### config.mk
export PLATFORM = sky130hd
export DESIGN_NAME = scsi_target_command_admission
export DESIGN_NICKNAME = d
export VERILOG_FILES = /design/src/core/scsi_admit_pkg.sv /design/src/core/scsi_target_command_admission.sv
export SDC_FILE = /design/constraint.sdc
export NUM_CORES = 1
export LEC_CHECK = 0
export BUFFER_PORTS_ARGS = -buffer_cell sky130_fd_sc_hd__buf_2
export CAP_MARGIN = 20
export CORE_MARGIN = 5
export CORE_UTILIZATION = 40
export CTS_BUF_LIST = sky130_fd_sc_hd__clkbuf_16
export CTS_CLUSTER_SIZE = 14
export DETAILED_ROUTE_END_ITERATION = 12
export PLACE_DENSITY = 0.53
export SETUP_SLACK_MARGIN = 0.5
export SLEW_MARGIN = 20
export SYNTH_ARGS = -nofsm -noshare
export SYNTH_HDL_FRONTEND = slang
export SYNTH_SLANG_ARGS = --single-unit
### constraint.sdc
create_clock -name clk -period 8.4 [get_ports clk]
set_input_delay 0.84 -clock clk [delete_from_list [all_inputs] [get_ports clk]]
set_output_delay 0.84 -clock clk [all_outputs]
set_load 0.02 [all_outputs]
### src/core/scsi_admit_pkg.sv
// constants and types shared by the command admission logic
package scsi_admit_pkg;

  // command classes presented with each command
  localparam logic [2:0] KIND_OTHER      = 3'h0;
  localparam logic [2:0] KIND_INQUIRY    = 3'h1;
  localparam logic [2:0] KIND_REQ_SENSE  = 3'h2;
  localparam logic [2:0] KIND_FORMAT     = 3'h3;
  localparam logic [2:0] KIND_UNIT_START = 3'h4;

  // default sizes
  localparam int DEF_INITIATORS  = 16;
  localparam int DEF_QUEUE_DEPTH = 8;
  localparam int DEF_RESERVE     = 0;
  localparam int DEF_TAG_W       = 8;

  // verdict given for each command received without cmd_bus_error; a dequeue reports through deq_done and deq_blocked
  typedef enum logic [3:0] {
    V_EXECUTE     = 4'h1,
    V_QUEUE       = 4'h2,
    V_QFULL       = 4'h3,
    V_BUSY        = 4'h4,
    V_CHK_LUN     = 4'h5,
    V_CHK_OVERLAP = 4'h6,
    V_CHK_UA      = 4'h7,
    V_CHK_NREADY  = 4'h8,
    V_CHK_DEFER   = 4'h9,
    V_RES_CONFL   = 4'ha,
    V_CHK_OPCODE  = 4'hb,
    V_CHK_CDB     = 4'hc,
    V_SENSE_UA    = 4'hd
  } verdict_e;

endpackage

### src/core/scsi_target_command_admission.sv
// command admission, queue slot tracking and unit attention for one logical unit
`timescale 1ns/10ps
module scsi_target_command_admission
  import scsi_admit_pkg::*;
#(
  parameter int N_INIT  = DEF_INITIATORS,
  parameter int DEPTH   = DEF_QUEUE_DEPTH,
  parameter int RESERVE = DEF_RESERVE,
  parameter int TAG_W   = DEF_TAG_W,
  parameter int IW      = $clog2(N_INIT),
  parameter int SW      = $clog2(DEPTH)
) (
  // clock and reset
  input  wire logic              clk,
  input  wire logic              reset,
  // command arrival, one-cycle strobe with its qualifiers
  input  wire logic              cmd_valid,
  input  wire logic [IW-1:0]     cmd_init,
  input  wire logic              cmd_tagged,
  input  wire logic [TAG_W-1:0]  cmd_tag,
  input  wire logic [2:0]        cmd_kind,
  input  wire logic              cmd_lun_ok,
  input  wire logic              cmd_disc_ok,
  input  wire logic              cmd_linked,
  input  wire logic              cmd_concurrent_ok,
  input  wire logic              cmd_bus_error,
  // target conditions
  input  wire logic              startup_format_active,
  input  wire logic              deferred_error,
  input  wire logic              reservation_conflict,
  input  wire logic              opcode_invalid,
  input  wire logic              cdb_invalid,
  input  wire logic              tagged_queue_disable,
  input  wire logic              queue_error_policy,
  // sense built elsewhere
  input  wire logic              sense_set,
  input  wire logic [IW-1:0]     sense_set_init,
  // process life cycle
  input  wire logic              deq_valid,
  input  wire logic [SW-1:0]     deq_slot,
  input  wire logic              done_valid,
  input  wire logic [SW-1:0]     done_slot,
  // attention events
  input  wire logic              ua_reset_evt,
  input  wire logic              ua_xcvr_evt,
  input  wire logic              ua_threshold_evt,
  input  wire logic              ua_param_evt,
  input  wire logic              ua_ucode_evt,
  input  wire logic [IW-1:0]     ua_src_init,
  input  wire logic              ua_preempt_evt,
  input  wire logic [IW-1:0]     ua_victim_init,
  input  wire logic              clear_queue_evt,
  input  wire logic              ca_clear_evt,
  // verdict
  output logic                   resp_valid,
  output verdict_e               resp_code,
  output logic [IW-1:0]          resp_init,
  output logic [SW-1:0]          resp_slot,
  output logic                   term_valid,
  output logic                   deq_done,
  output logic                   deq_blocked,
  // per-initiator state
  output logic [N_INIT-1:0]      ua_pending,
  output logic [N_INIT-1:0]      sense_pending
);

  //////////////////////////////////////////////////////////////////////////////
  // state
  logic [DEPTH-1:0]              slot_valid, next_slot_valid;
  logic [DEPTH-1:0]              slot_active, next_slot_active;
  logic [DEPTH-1:0]              slot_tagged, next_slot_tagged;
  logic [DEPTH-1:0]              slot_fs, next_slot_fs;
  logic [IW-1:0]                 slot_init [DEPTH];
  logic [IW-1:0]                 next_slot_init [DEPTH];
  logic [TAG_W-1:0]              slot_tag [DEPTH];
  logic [TAG_W-1:0]              next_slot_tag [DEPTH];
  logic [N_INIT-1:0]             ua_reported, next_ua_reported;
  logic [N_INIT-1:0]             ua_more, next_ua_more;
  logic [N_INIT-1:0]             next_ua_pending, next_sense_pending;
  logic                          tqd_q, next_tqd_q;
  logic                          next_resp_valid, next_term_valid;
  verdict_e                      next_resp_code;
  logic [IW-1:0]                 next_resp_init;
  logic [SW-1:0]                 next_resp_slot;
  logic                          next_deq_done, next_deq_blocked;

  // survey of the slot table
  logic                          own_any, own_untag, own_tag_hit, any_active, fs_wait, found;
  logic [SW:0]                   own_count, free_count;
  logic [SW-1:0]                 free_idx;
  logic [N_INIT-1:0]             q_mask, ua_set, kill_mask, src_bit;
  logic                          is_ir, overlap, base_q, try_q, qfull_c, busy_c, ua_hit, exec_ok;
  logic                          accept;

  localparam logic [SW:0] RES_OTHERS = (SW+1)'(RESERVE * (N_INIT - 1));
  localparam logic [SW:0] RES_OWN    = (SW+1)'(RESERVE);

  //////////////////////////////////////////////////////////////////////////////
  // slot survey: everything the admission decision needs about one initiator
  always_comb begin
    {own_any, own_untag, own_tag_hit, any_active, fs_wait, found} = '0;
    {own_count, free_count, free_idx, q_mask}                     = '0;
    for (int i = 0; i < DEPTH; i++) begin
      if (slot_valid[i]) begin
        if (slot_init[i] == cmd_init) begin
          own_any   = 1'b1;
          own_count = own_count + 1'b1;
          if (!slot_tagged[i]) own_untag = 1'b1;
          else if (slot_tag[i] == cmd_tag) own_tag_hit = 1'b1;
        end
        if (slot_active[i]) any_active = 1'b1;
        else begin
          fs_wait = fs_wait | slot_fs[i];
          q_mask[slot_init[i]] = 1'b1;
        end
      end else begin
        free_count = free_count + 1'b1;
        if (!found) begin
          found    = 1'b1;
          free_idx = SW'(i);
        end
      end
    end
  end

  // admission terms; queue checks only matter with a process already active
  assign is_ir   = (cmd_kind == KIND_INQUIRY) || (cmd_kind == KIND_REQ_SENSE);
  assign overlap = cmd_tagged ? (own_untag || own_tag_hit)
                 : (own_any && !(cmd_kind == KIND_REQ_SENSE && sense_pending[cmd_init]));
  assign base_q  = !cmd_linked && (cmd_tagged ? (!tagged_queue_disable && own_any && !own_tag_hit)
                                              : !own_untag);
  assign try_q   = any_active && !is_ir && !startup_format_active && !cmd_concurrent_ok && base_q;
  assign qfull_c = (try_q && cmd_disc_ok && (free_count == '0 ||
                    (own_count >= RES_OWN && free_count <= RES_OTHERS)))
                 || (any_active && fs_wait && !tagged_queue_disable);
  assign busy_c  = (any_active && fs_wait && tagged_queue_disable)
                 || (try_q && !cmd_disc_ok);
  assign ua_hit  = ua_pending[cmd_init] && !ua_reported[cmd_init] && cmd_kind != KIND_INQUIRY;
  assign exec_ok = !any_active || is_ir || cmd_concurrent_ok;
  assign accept  = cmd_valid && !cmd_bus_error;
  assign src_bit = N_INIT'(1) << ua_src_init;

  //////////////////////////////////////////////////////////////////////////////
  // next state: attention, sense, slot table and verdict
  always_comb begin
    next_slot_valid    = slot_valid;
    next_slot_active   = slot_active;
    next_slot_tagged   = slot_tagged;
    next_slot_fs       = slot_fs;
    next_slot_init     = slot_init;
    next_slot_tag      = slot_tag;
    next_ua_pending    = ua_pending;
    next_ua_reported   = ua_reported;
    next_ua_more       = ua_more;
    next_sense_pending = sense_pending;
    next_tqd_q         = tagged_queue_disable;
    next_resp_code     = resp_code;
    next_resp_init     = resp_init;
    next_resp_slot     = resp_slot;
    {next_resp_valid, next_term_valid, next_deq_done, next_deq_blocked} = '0;
    {ua_set, kill_mask} = '0;
    // attention sources
    if (ua_reset_evt || ua_xcvr_evt || ua_threshold_evt) ua_set = '1;
    if (ua_param_evt || ua_ucode_evt) ua_set = ua_set | ~src_bit;
    if (ua_preempt_evt) ua_set[ua_victim_init] = 1'b1;
    if (clear_queue_evt || (ca_clear_evt && queue_error_policy)) kill_mask = q_mask & ~src_bit;
    if (tagged_queue_disable && !tqd_q) kill_mask = kill_mask | q_mask;
    ua_set = ua_set | kill_mask;
    // cleared queues lose their waiting entries
    for (int i = 0; i < DEPTH; i++) begin
      if (slot_valid[i] && !slot_active[i] && kill_mask[slot_init[i]]) next_slot_valid[i] = 1'b0;
    end
    // completion frees the slot
    if (done_valid) next_slot_valid[done_slot] = 1'b0;
    // dequeue re-checks what could have changed while waiting
    if (deq_valid && slot_valid[deq_slot] && !slot_active[deq_slot]) begin
      next_deq_done = 1'b1;
      if (startup_format_active || deferred_error || reservation_conflict ||
          (ua_pending[slot_init[deq_slot]] && !ua_reported[slot_init[deq_slot]])) begin
        next_deq_blocked          = 1'b1;
        next_slot_valid[deq_slot] = 1'b0;
      end else begin
        next_slot_active[deq_slot] = 1'b1;
      end
    end
    // command admission, highest priority first
    if (accept) begin
      next_resp_valid = 1'b1;
      next_resp_init  = cmd_init;
      next_resp_slot  = free_idx;
      if (!is_ir) next_sense_pending[cmd_init] = 1'b0;
      if (!cmd_lun_ok) begin
        next_resp_code = V_CHK_LUN;
      end else if (overlap) begin
        next_resp_code  = V_CHK_OVERLAP;
        next_term_valid = 1'b1;
        for (int i = 0; i < DEPTH; i++) begin
          if (slot_init[i] == cmd_init) next_slot_valid[i] = 1'b0;
        end
      end else if (qfull_c) begin
        next_resp_code = V_QFULL;
      end else if (busy_c) begin
        next_resp_code = V_BUSY;
      end else if (ua_hit) begin
        if (cmd_kind != KIND_REQ_SENSE) begin
          next_resp_code                = V_CHK_UA;
          next_ua_reported[cmd_init]    = 1'b1;
        end else if (sense_pending[cmd_init]) begin
          next_resp_code = V_EXECUTE;
        end else begin
          next_resp_code                = V_SENSE_UA;
          next_ua_pending[cmd_init]     = 1'b0;
          next_ua_more[cmd_init]        = 1'b0;
        end
      end else if (ua_pending[cmd_init] && ua_reported[cmd_init] &&
                   cmd_kind == KIND_REQ_SENSE) begin
        next_resp_code              = V_SENSE_UA;
        next_ua_pending[cmd_init]   = ua_more[cmd_init];
        next_ua_reported[cmd_init]  = 1'b0;
        next_ua_more[cmd_init]      = 1'b0;
      end else if (startup_format_active && !is_ir) begin
        next_resp_code = V_CHK_NREADY;
      end else if (deferred_error) begin
        next_resp_code = V_CHK_DEFER;
      end else if (reservation_conflict) begin
        next_resp_code = V_RES_CONFL;
      end else if (opcode_invalid) begin
        next_resp_code = V_CHK_OPCODE;
      end else if (cdb_invalid) begin
        next_resp_code = V_CHK_CDB;
      end else if (exec_ok || (base_q && cmd_disc_ok && found)) begin
        // executed or queued; a reported attention is now spent unless the command is an inquiry
        if (ua_reported[cmd_init] && cmd_kind != KIND_INQUIRY) begin
          next_ua_pending[cmd_init]  = ua_more[cmd_init];
          next_ua_reported[cmd_init] = 1'b0;
          next_ua_more[cmd_init]     = 1'b0;
        end
        next_resp_code = exec_ok ? V_EXECUTE : V_QUEUE;
        // inquiry and request sense run beside the queue and take no slot
        if (found && !(exec_ok && is_ir)) begin
          next_slot_valid[free_idx]  = 1'b1;
          next_slot_active[free_idx] = exec_ok;
          next_slot_tagged[free_idx] = cmd_tagged;
          next_slot_tag[free_idx]    = cmd_tag;
          next_slot_init[free_idx]   = cmd_init;
          next_slot_fs[free_idx]     = cmd_kind == KIND_FORMAT || cmd_kind == KIND_UNIT_START;
        end
      end else begin
        next_resp_code = V_BUSY;  // not queueable: nothing better to offer
      end
      // every check condition leaves sense for the initiator
      if (next_resp_code inside {V_CHK_LUN, V_CHK_OVERLAP, V_CHK_UA, V_CHK_NREADY,
                                 V_CHK_DEFER, V_CHK_OPCODE, V_CHK_CDB})
        next_sense_pending[cmd_init] = 1'b1;
    end
    // new events win over clears in the same cycle
    if (sense_set) next_sense_pending[sense_set_init] = 1'b1;
    next_ua_more     = next_ua_more | (ua_set & next_ua_pending);
    next_ua_reported = next_ua_reported & ~(ua_set & ~next_ua_pending);
    next_ua_pending  = next_ua_pending | ua_set;
  end

  //////////////////////////////////////////////////////////////////////////////
  // registers; power-on reset leaves attention pending for everyone
  always_ff @(posedge clk) begin
    if (reset) begin
      {slot_valid, slot_active, slot_tagged, slot_fs} <= '0;
      for (int i = 0; i < DEPTH; i++) begin
        slot_init[i] <= '0;
        slot_tag[i]  <= '0;
      end
      ua_pending    <= '1;
      {ua_reported, ua_more, sense_pending, tqd_q} <= '0;
      {resp_valid, term_valid, deq_done, deq_blocked} <= '0;
      resp_code     <= V_EXECUTE;
      {resp_init, resp_slot} <= '0;
    end else begin
      slot_valid    <= next_slot_valid;
      slot_active   <= next_slot_active;
      slot_tagged   <= next_slot_tagged;
      slot_fs       <= next_slot_fs;
      slot_init     <= next_slot_init;
      slot_tag      <= next_slot_tag;
      ua_pending    <= next_ua_pending;
      ua_reported   <= next_ua_reported;
      ua_more       <= next_ua_more;
      sense_pending <= next_sense_pending;
      tqd_q         <= next_tqd_q;
      resp_valid    <= next_resp_valid;
      resp_code     <= next_resp_code;
      resp_init     <= next_resp_init;
      resp_slot     <= next_resp_slot;
      term_valid    <= next_term_valid;
      deq_done      <= next_deq_done;
      deq_blocked   <= next_deq_blocked;
    end
  end
endmodule

==> results of run 1 <==
==> area by class of cell <==
class | count | area (sq um)
clock inverters | 18 | 113.9
well taps | 518 | 648.1
clock buffers | 26 | 650.6
inverters | 48 | 180.2
multi-input cells | 1533 | 10760
repair buffers | 147 | 844.6
flip-flops and latches | 208 | 4164
fillers | 3897 | 21460
==> critical path, delay by kind of cell, from the launching register on <==
family / cells / cell delay, ns
DFF: 1 / 0.54
and+or+nand+nor: 9 / 1.90
adders and majority gates: 6 / 1.88
AOI/OAI and AO/OA: 7 / 1.70
xor gates and xnor gates: 1 / 0.32
muxes: 1 / 0.18
buffers and inverters: 4 / 0.70
==> report_power, final <==
part / switching (mW) / internal [mW]
clock network: 0.451 / 0.587
logic: 0.193 / 0.0931
registers: 0.0121 / 1.00
==> sequential cells by signal (all words and copies together), names as in the netlist, 3 cells and up <==
name	count
ua_pending	16
resp_code	4
slot_valid	8
resp_init	4
resp_slot	3
slot_tag	64
sense_pending	16
ua_reported	16
slot_active	8
slot_fs	8
slot_tagged	8
slot_init	32
ua_more	16
==> final timing paths <==
kind / cells after the start / endpoint / from / slack, ns
setup / recovery: 28 / ua_reported[0] / slot_valid[1] / 1.05
hold / removal: 2 / resp_init[3] / resp_init[3] / 0.45
setup reg to reg: 28 / ua_reported[0] / slot_valid[1] / 1.05
hold reg to reg: 2 / resp_init[3] / resp_init[3] / 0.45
==> cell families after synthesis <==
logic type | after synthesis | share of synthesized area (%)
AO/OA/AOI/OAI | 460 | 20.30
buffers and inverters | 200 | 5.602
AND/OR/NAND/NOR | 776 | 25.49
adder cells (fa/ha/maj) | 8 | 0.6348
multiplexers | 183 | 15.39
flip-flops | 208 | 26.41
XOR/XNOR | 106 | 6.173
==> per-layer routing <==
| metal | track usage, % | vias up |
|---|---|---|
| met3 | 5.573 | 119 |
| li1 | - | 7228 |
| met5 | 0 | - |
| met4 | 6.751 | 6 |
| met1 | 38.67 | 7684 |
| met2 | 41.01 | 767 |
==> Yosys cell counts (all sizes together), types with 10 or more instances <==
cell       n
xor2      83
buf       65
o31a      10
a21o      15
nand3b    26
nand3     78
nand2    139
clkbuf    87
o211ai    16
a31oi     17
dfxtp    208
nor4      27
o2111ai   11
mux2i    130
nor3      74
nor2     239
a22oi     19
o21ai     85
a31o      11
nor2b     44
a221oi    12
a21oi    107
a311oi    11
nor3b     14
o22ai     28
and3      12
xnor2     20
nand4     16
nand2b    43
and2      11
mux4      47
a211o     11
a211oi    18
or3       13
inv       48
==> layout by cell type (no fill, tap or decap), types with 11 or more instances in the layout <==
| cell | count |
|---|---|
| nor2_1 | 238 |
| dfxtp_1 | 208 |
| nand2_1 | 138 |
| mux2i_1 | 130 |
| a21oi_1 | 107 |
| buf_2 | 105 |
| xor2_1 | 83 |
| nand3_1 | 78 |
| o21ai_0 | 74 |
| nor3_1 | 70 |
| inv_1 | 54 |
| mux4_2 | 47 |
| nor2b_1 | 43 |
| nand2b_1 | 43 |
| buf_4 | 41 |
| o22ai_1 | 28 |
| nand3b_1 | 26 |
| clkbuf_16 | 26 |
| xnor2_1 | 20 |
| a22oi_1 | 19 |
| a31oi_1 | 17 |
| nor4_1 | 17 |
| a211oi_1 | 17 |
| nand4_1 | 16 |
| o211ai_1 | 16 |
| a21o_1 | 14 |
| or3_1 | 13 |
| nor3b_1 | 13 |
| and3_1 | 12 |
| a211o_1 | 11 |
| a311oi_1 | 11 |
| a31o_2 | 11 |
==> results.tsv, run 1 <==
metric	value	unit
status	finished, final reports clean	
io_pins	107	
post_cts_resize_count	0	
worst_slack	1.047	ns
final_nets	2032	
synth_area	15770	sq um
slowest_delay	0.54	ns
cp_data_required_time	8.84	ns
cts_max_level	1	
fin_skew	0.02508	ns
holdBufCountCts	0	
cts.sinks	208	
p_per_area	134.6	nW/um^2
antenna_left	0	
crit_type	flop to flop	
grt_pass1_wl	93.12	mm
synth_ff_type	dfxtp_1	
layout-drive-gt1-share	14.90	%
worst_slew_pin_slew	1.142	ns
power_leakage	6.306	nW
fin_hold_ws	0.4530	ns
start_util	40.61	%
io_buffers	106	
hold_path_class	flop to flop	
maxCapViolations	0	
dieHeight	208.6	um
grt_pass1_vias	14790	
clock_latency	0.56	ns
synth_edf_count	0	
vias_per_cell	6.327	
ir_drop	0.1335	mV
overflow	0	
antenna_found_initial	4	
postSynthAreaPerCell	8.124	sq um
drv_slew	0	
place_ws	1.012	ns
finalPower	2.337	mW
diodes	0	
route.met3.wl	5.720	mm
first_pass_iters	6	
core	38830	sq um
yosys_warnings	0	
cp_slowest_cell	dfxtp_1	
wl_met2	26.78	mm
finalCritPeriodShare	87.54	%
relSlewSlack	23.80	%
fin_tns_setup	0	ns
track_usage	26.79	%
die_w	208.6	um
synth_top_cell_by_area	dfxtp_1	
drc_errors	0	
gp_congestion	0.9866	
rows	72	
routedWlPerCell	24.58	um
cts.reportedPaths.clkPinSlew	0.06	ns
hpwlAfterDp	43.91	mm
wl_met1	27.26	mm
root_buffer	clkbuf_16	
routed_wl	61.41	mm
setup_viol_count_final	0	
final_cells	2498	
max_freq	0.1360	GHz
dp_cells	2454	
finalCriticalPeriod	7.354	ns
rsz0062_at_grt	yes	
async_flop_share	0	%
endpoint_kind	flop	
postCtsSetupRepairBufs	0	
ctsLongestPathBuffers	3	
vias	15800	
cts_buffers	26	
synthTopCellsByArea	dfxtp_1 (26%), mux2i_1 (8.3%), mux4_2 (6.7%)	
ys_seq_elements	208	
worst_setup_path_start_kind	flop	
fin_util	44.72	%
synthToLayoutAreaGrowth	10.12	%
cp_max_fo	22	
hold_viol	0	
synth_top_area_share	26.41	%
postSynthCellCount	1941	
dieArea	43490	sq um
design_area	17360	sq um
arrival	7.79	ns
dr.first_iter.drc_count	1813	
yosysUniqueCellTypes	99	
crit_path_frequent_cell	ha_1	
grt_max_degree	124	
place_area	16590	sq um
cts_tree	built	
highest_layer	met5	
seq_area_frac_synth	26.41	%
syn_nets	2009	
No activity file was read; power rests on OpenSTA's default activity.
==> inputs of run 2 (changes only) <==
--- a/config.mk
+++ b/config.mk
@@ -8,11 +8,12 @@
 export BUFFER_PORTS_ARGS = -buffer_cell sky130_fd_sc_hd__buf_2
 export CAP_MARGIN = 20
 export CORE_MARGIN = 5
-export CORE_UTILIZATION = 40
+export CORE_UTILIZATION = 30
 export CTS_BUF_LIST = sky130_fd_sc_hd__clkbuf_16
 export CTS_CLUSTER_SIZE = 14
 export DETAILED_ROUTE_END_ITERATION = 12
-export PLACE_DENSITY = 0.53
+export PLACE_DENSITY = 0.41
+export REMOVE_ABC_BUFFERS = 1
 export SETUP_SLACK_MARGIN = 0.5
 export SLEW_MARGIN = 20
 export SYNTH_ARGS = -nofsm -noshare
==> results.tsv, run 2 (synthesis gave the netlist of run 1 again) <==
metric	value	unit
status	finished, final reports clean	
critPathBufInv	4	
hp-start	resp_code[3]	
synthToLayoutAreaGrowth	12.13	%
cp_data_required_time	8.86	ns
slowest_delay	0.55	ns
reg2reg_from	slot_valid[1]	
cts.sinks	208	
finalCriticalPeriod	7.410	ns
ff2ff_path_depth	28	
first_pass_iters	6	
layout-drive-gt1-share	15.21	%
worst_setup_path_start_kind	flop	
power_leakage	6.356	nW
met3_usage	3.581	%
rows	84	
hpwlAfterDp	49.41	mm
routedWlPerCell	25.28	um
maxCapViolations	0	
worst-r2r-setup-slack	0.99	ns
design_area	17680	sq um
final_cells	2674	
routed_wl	67.59	mm
start_util	30.13	%
final_nets	2034	
dieHeight	239.3	um
dieArea	57250	sq um
holdPathEnd	resp_code[3]	
drc_errors	0	
cts_tree	built	
hold_viol	0	
holdBufCountCts	0	
vias_per_cell	5.872	
antenna_found_initial	1	
fin_skew	0.02640	ns
worst_slew_pin_slew	1.177	ns
grt_max_degree	80	
cts.reportedPaths.clkPinSlew	0.06	ns
multi_input_area	10780	sq um
endpoint_kind	flop	
cp_max_fo	24	
ctsLongestPathBuffers	3	
antenna_left	0	
dr.first_iter.drc_count	1431	
fill_cells	5652	
io_pins	107	
io_buffers	106	
use_met2	36.01	%
place_area	16810	sq um
clock_latency	0.58	ns
final_common_cell	nor2_1	
finalCritPeriodShare	88.21	%
root_buffer	clkbuf_16	
grt.busiest_layer	met2	
top_regs	slot_tag: 64 flops, slot_init: 32 flops	
fin_hold_ws	0.4463	ns
hold_depth	2	
relSlewSlack	21.51	%
crit_path_frequent_cell	ha_1	
dp_cells	2624	
grt_pass1_wl	100.8	mm
grt_pass1_vias	15310	
cts_buffers	27	
use_met1	32.40	%
max_freq	0.1350	GHz
hold_path_class	flop to flop	
gp_congestion	0.8999	
fin_tns_setup	0	ns
overflow	0	
cp_slowest_cell	dfxtp_1	
regMostFlops	slot_tag	
r2r_end	ua_reported[0]	
track_usage	22.74	%
drv_slew	0	
vias	15700	
arrival	7.87	ns
die_w	239.3	um
cp_top_family	simple AND/OR/NAND/NOR gates	
p_per_area	138.1	nW/um^2
ir_drop	0.1627	mV
layout_common_cells	nor2_1 (238), dfxtp_1 (208), nand2_1 (138)	
setup_viol_count_final	0	
cts_max_level	1	
crit_type	flop to flop	
core	52340	sq um
largest_register_ffs	64	
rsz0062_at_grt	no	
final-seq-area	4164	sq um
run 2: cell types whose count changed in the layout (fill, tap and decap cells not counted), moves of 2 or more:
| cell | change |
|---|---|
| inv_1 | -3 |
| clkinv_1 | +2 |
| clkinv_2 | +2 |
| inv_6 | +2 |
run 2: per-layer routing:
metal  share of wire (%)  up-vias  wire length (um)
li1                    -     7209                 -
met1                  46     7787             30860
met2                  45      603             30260
met3                 6.8      102              4601
met4                 2.7        2              1848
met5               0.030        -                20
run 2: worst max path at each step:
stage | start | to | slack (ns) | depth (start not counted)
6_report | slot_valid[1] | ua_reported[0] | 0.99 | 28
5_1_grt | slot_valid[1] | ua_reported[0] | 0.53 | 28
4_1_cts | slot_valid[0] | ua_reported[0] | 0.87 | 28
3_5_place_dp | slot_valid[0] | ua_reported[0] | 0.95 | 28
3_3_place_gp | slot_valid[0] | ua_reported[0] | 1.17 | 28
2_1_floorplan | slot_valid[0] | slot_init[24] | 1.28 | 27
run 2: tightest hold or removal path, stage by stage, from the launching register on:
cell and delay, ns:
dfxtp_1 0.30, nand2_1 0.05, a21oi_1 0.05
run 2: power breakdown:
group          internal (mW)  switching (mW)
sequential              1.00          0.0121
clock                  0.646           0.486
combinational         0.0926           0.204
run 2: through the flow:
stage / worst slack (ns) / power (mW) / util [%]
2_1_floorplan: 1.283 / 1.178 / -
5_1_grt: 0.5331 / 2.538 / 33.78
6_report: 0.9902 / 2.442 / 33.78
4_1_cts: 0.8701 / 2.474 / 33.71
3_5_place_dp: 0.9492 / 1.328 / 32.11
3_3_place_gp: 1.167 / 1.327 / 32.09
run 2: what timing repair did:
| item | 4_1_cts | 5_1_grt |
|---|---|---|
| gates resized for setup | 0 | 2 |
| endpoints found under the setup margin | 0 | 4 |
| setup buffers | 0 | 0 |
run 2: cell type report:
type / count / share of cell area, %
clock buffer: 27 / 3.821
inverter: 48 / 1.019
multi-input combinational: 1533 / 60.98
antenna: 1 / 0.01415
clock inverter: 21 / 0.9270
sequential: 208 / 23.55
timing repair buffer: 148 / 4.826
tap: 688 / 4.868
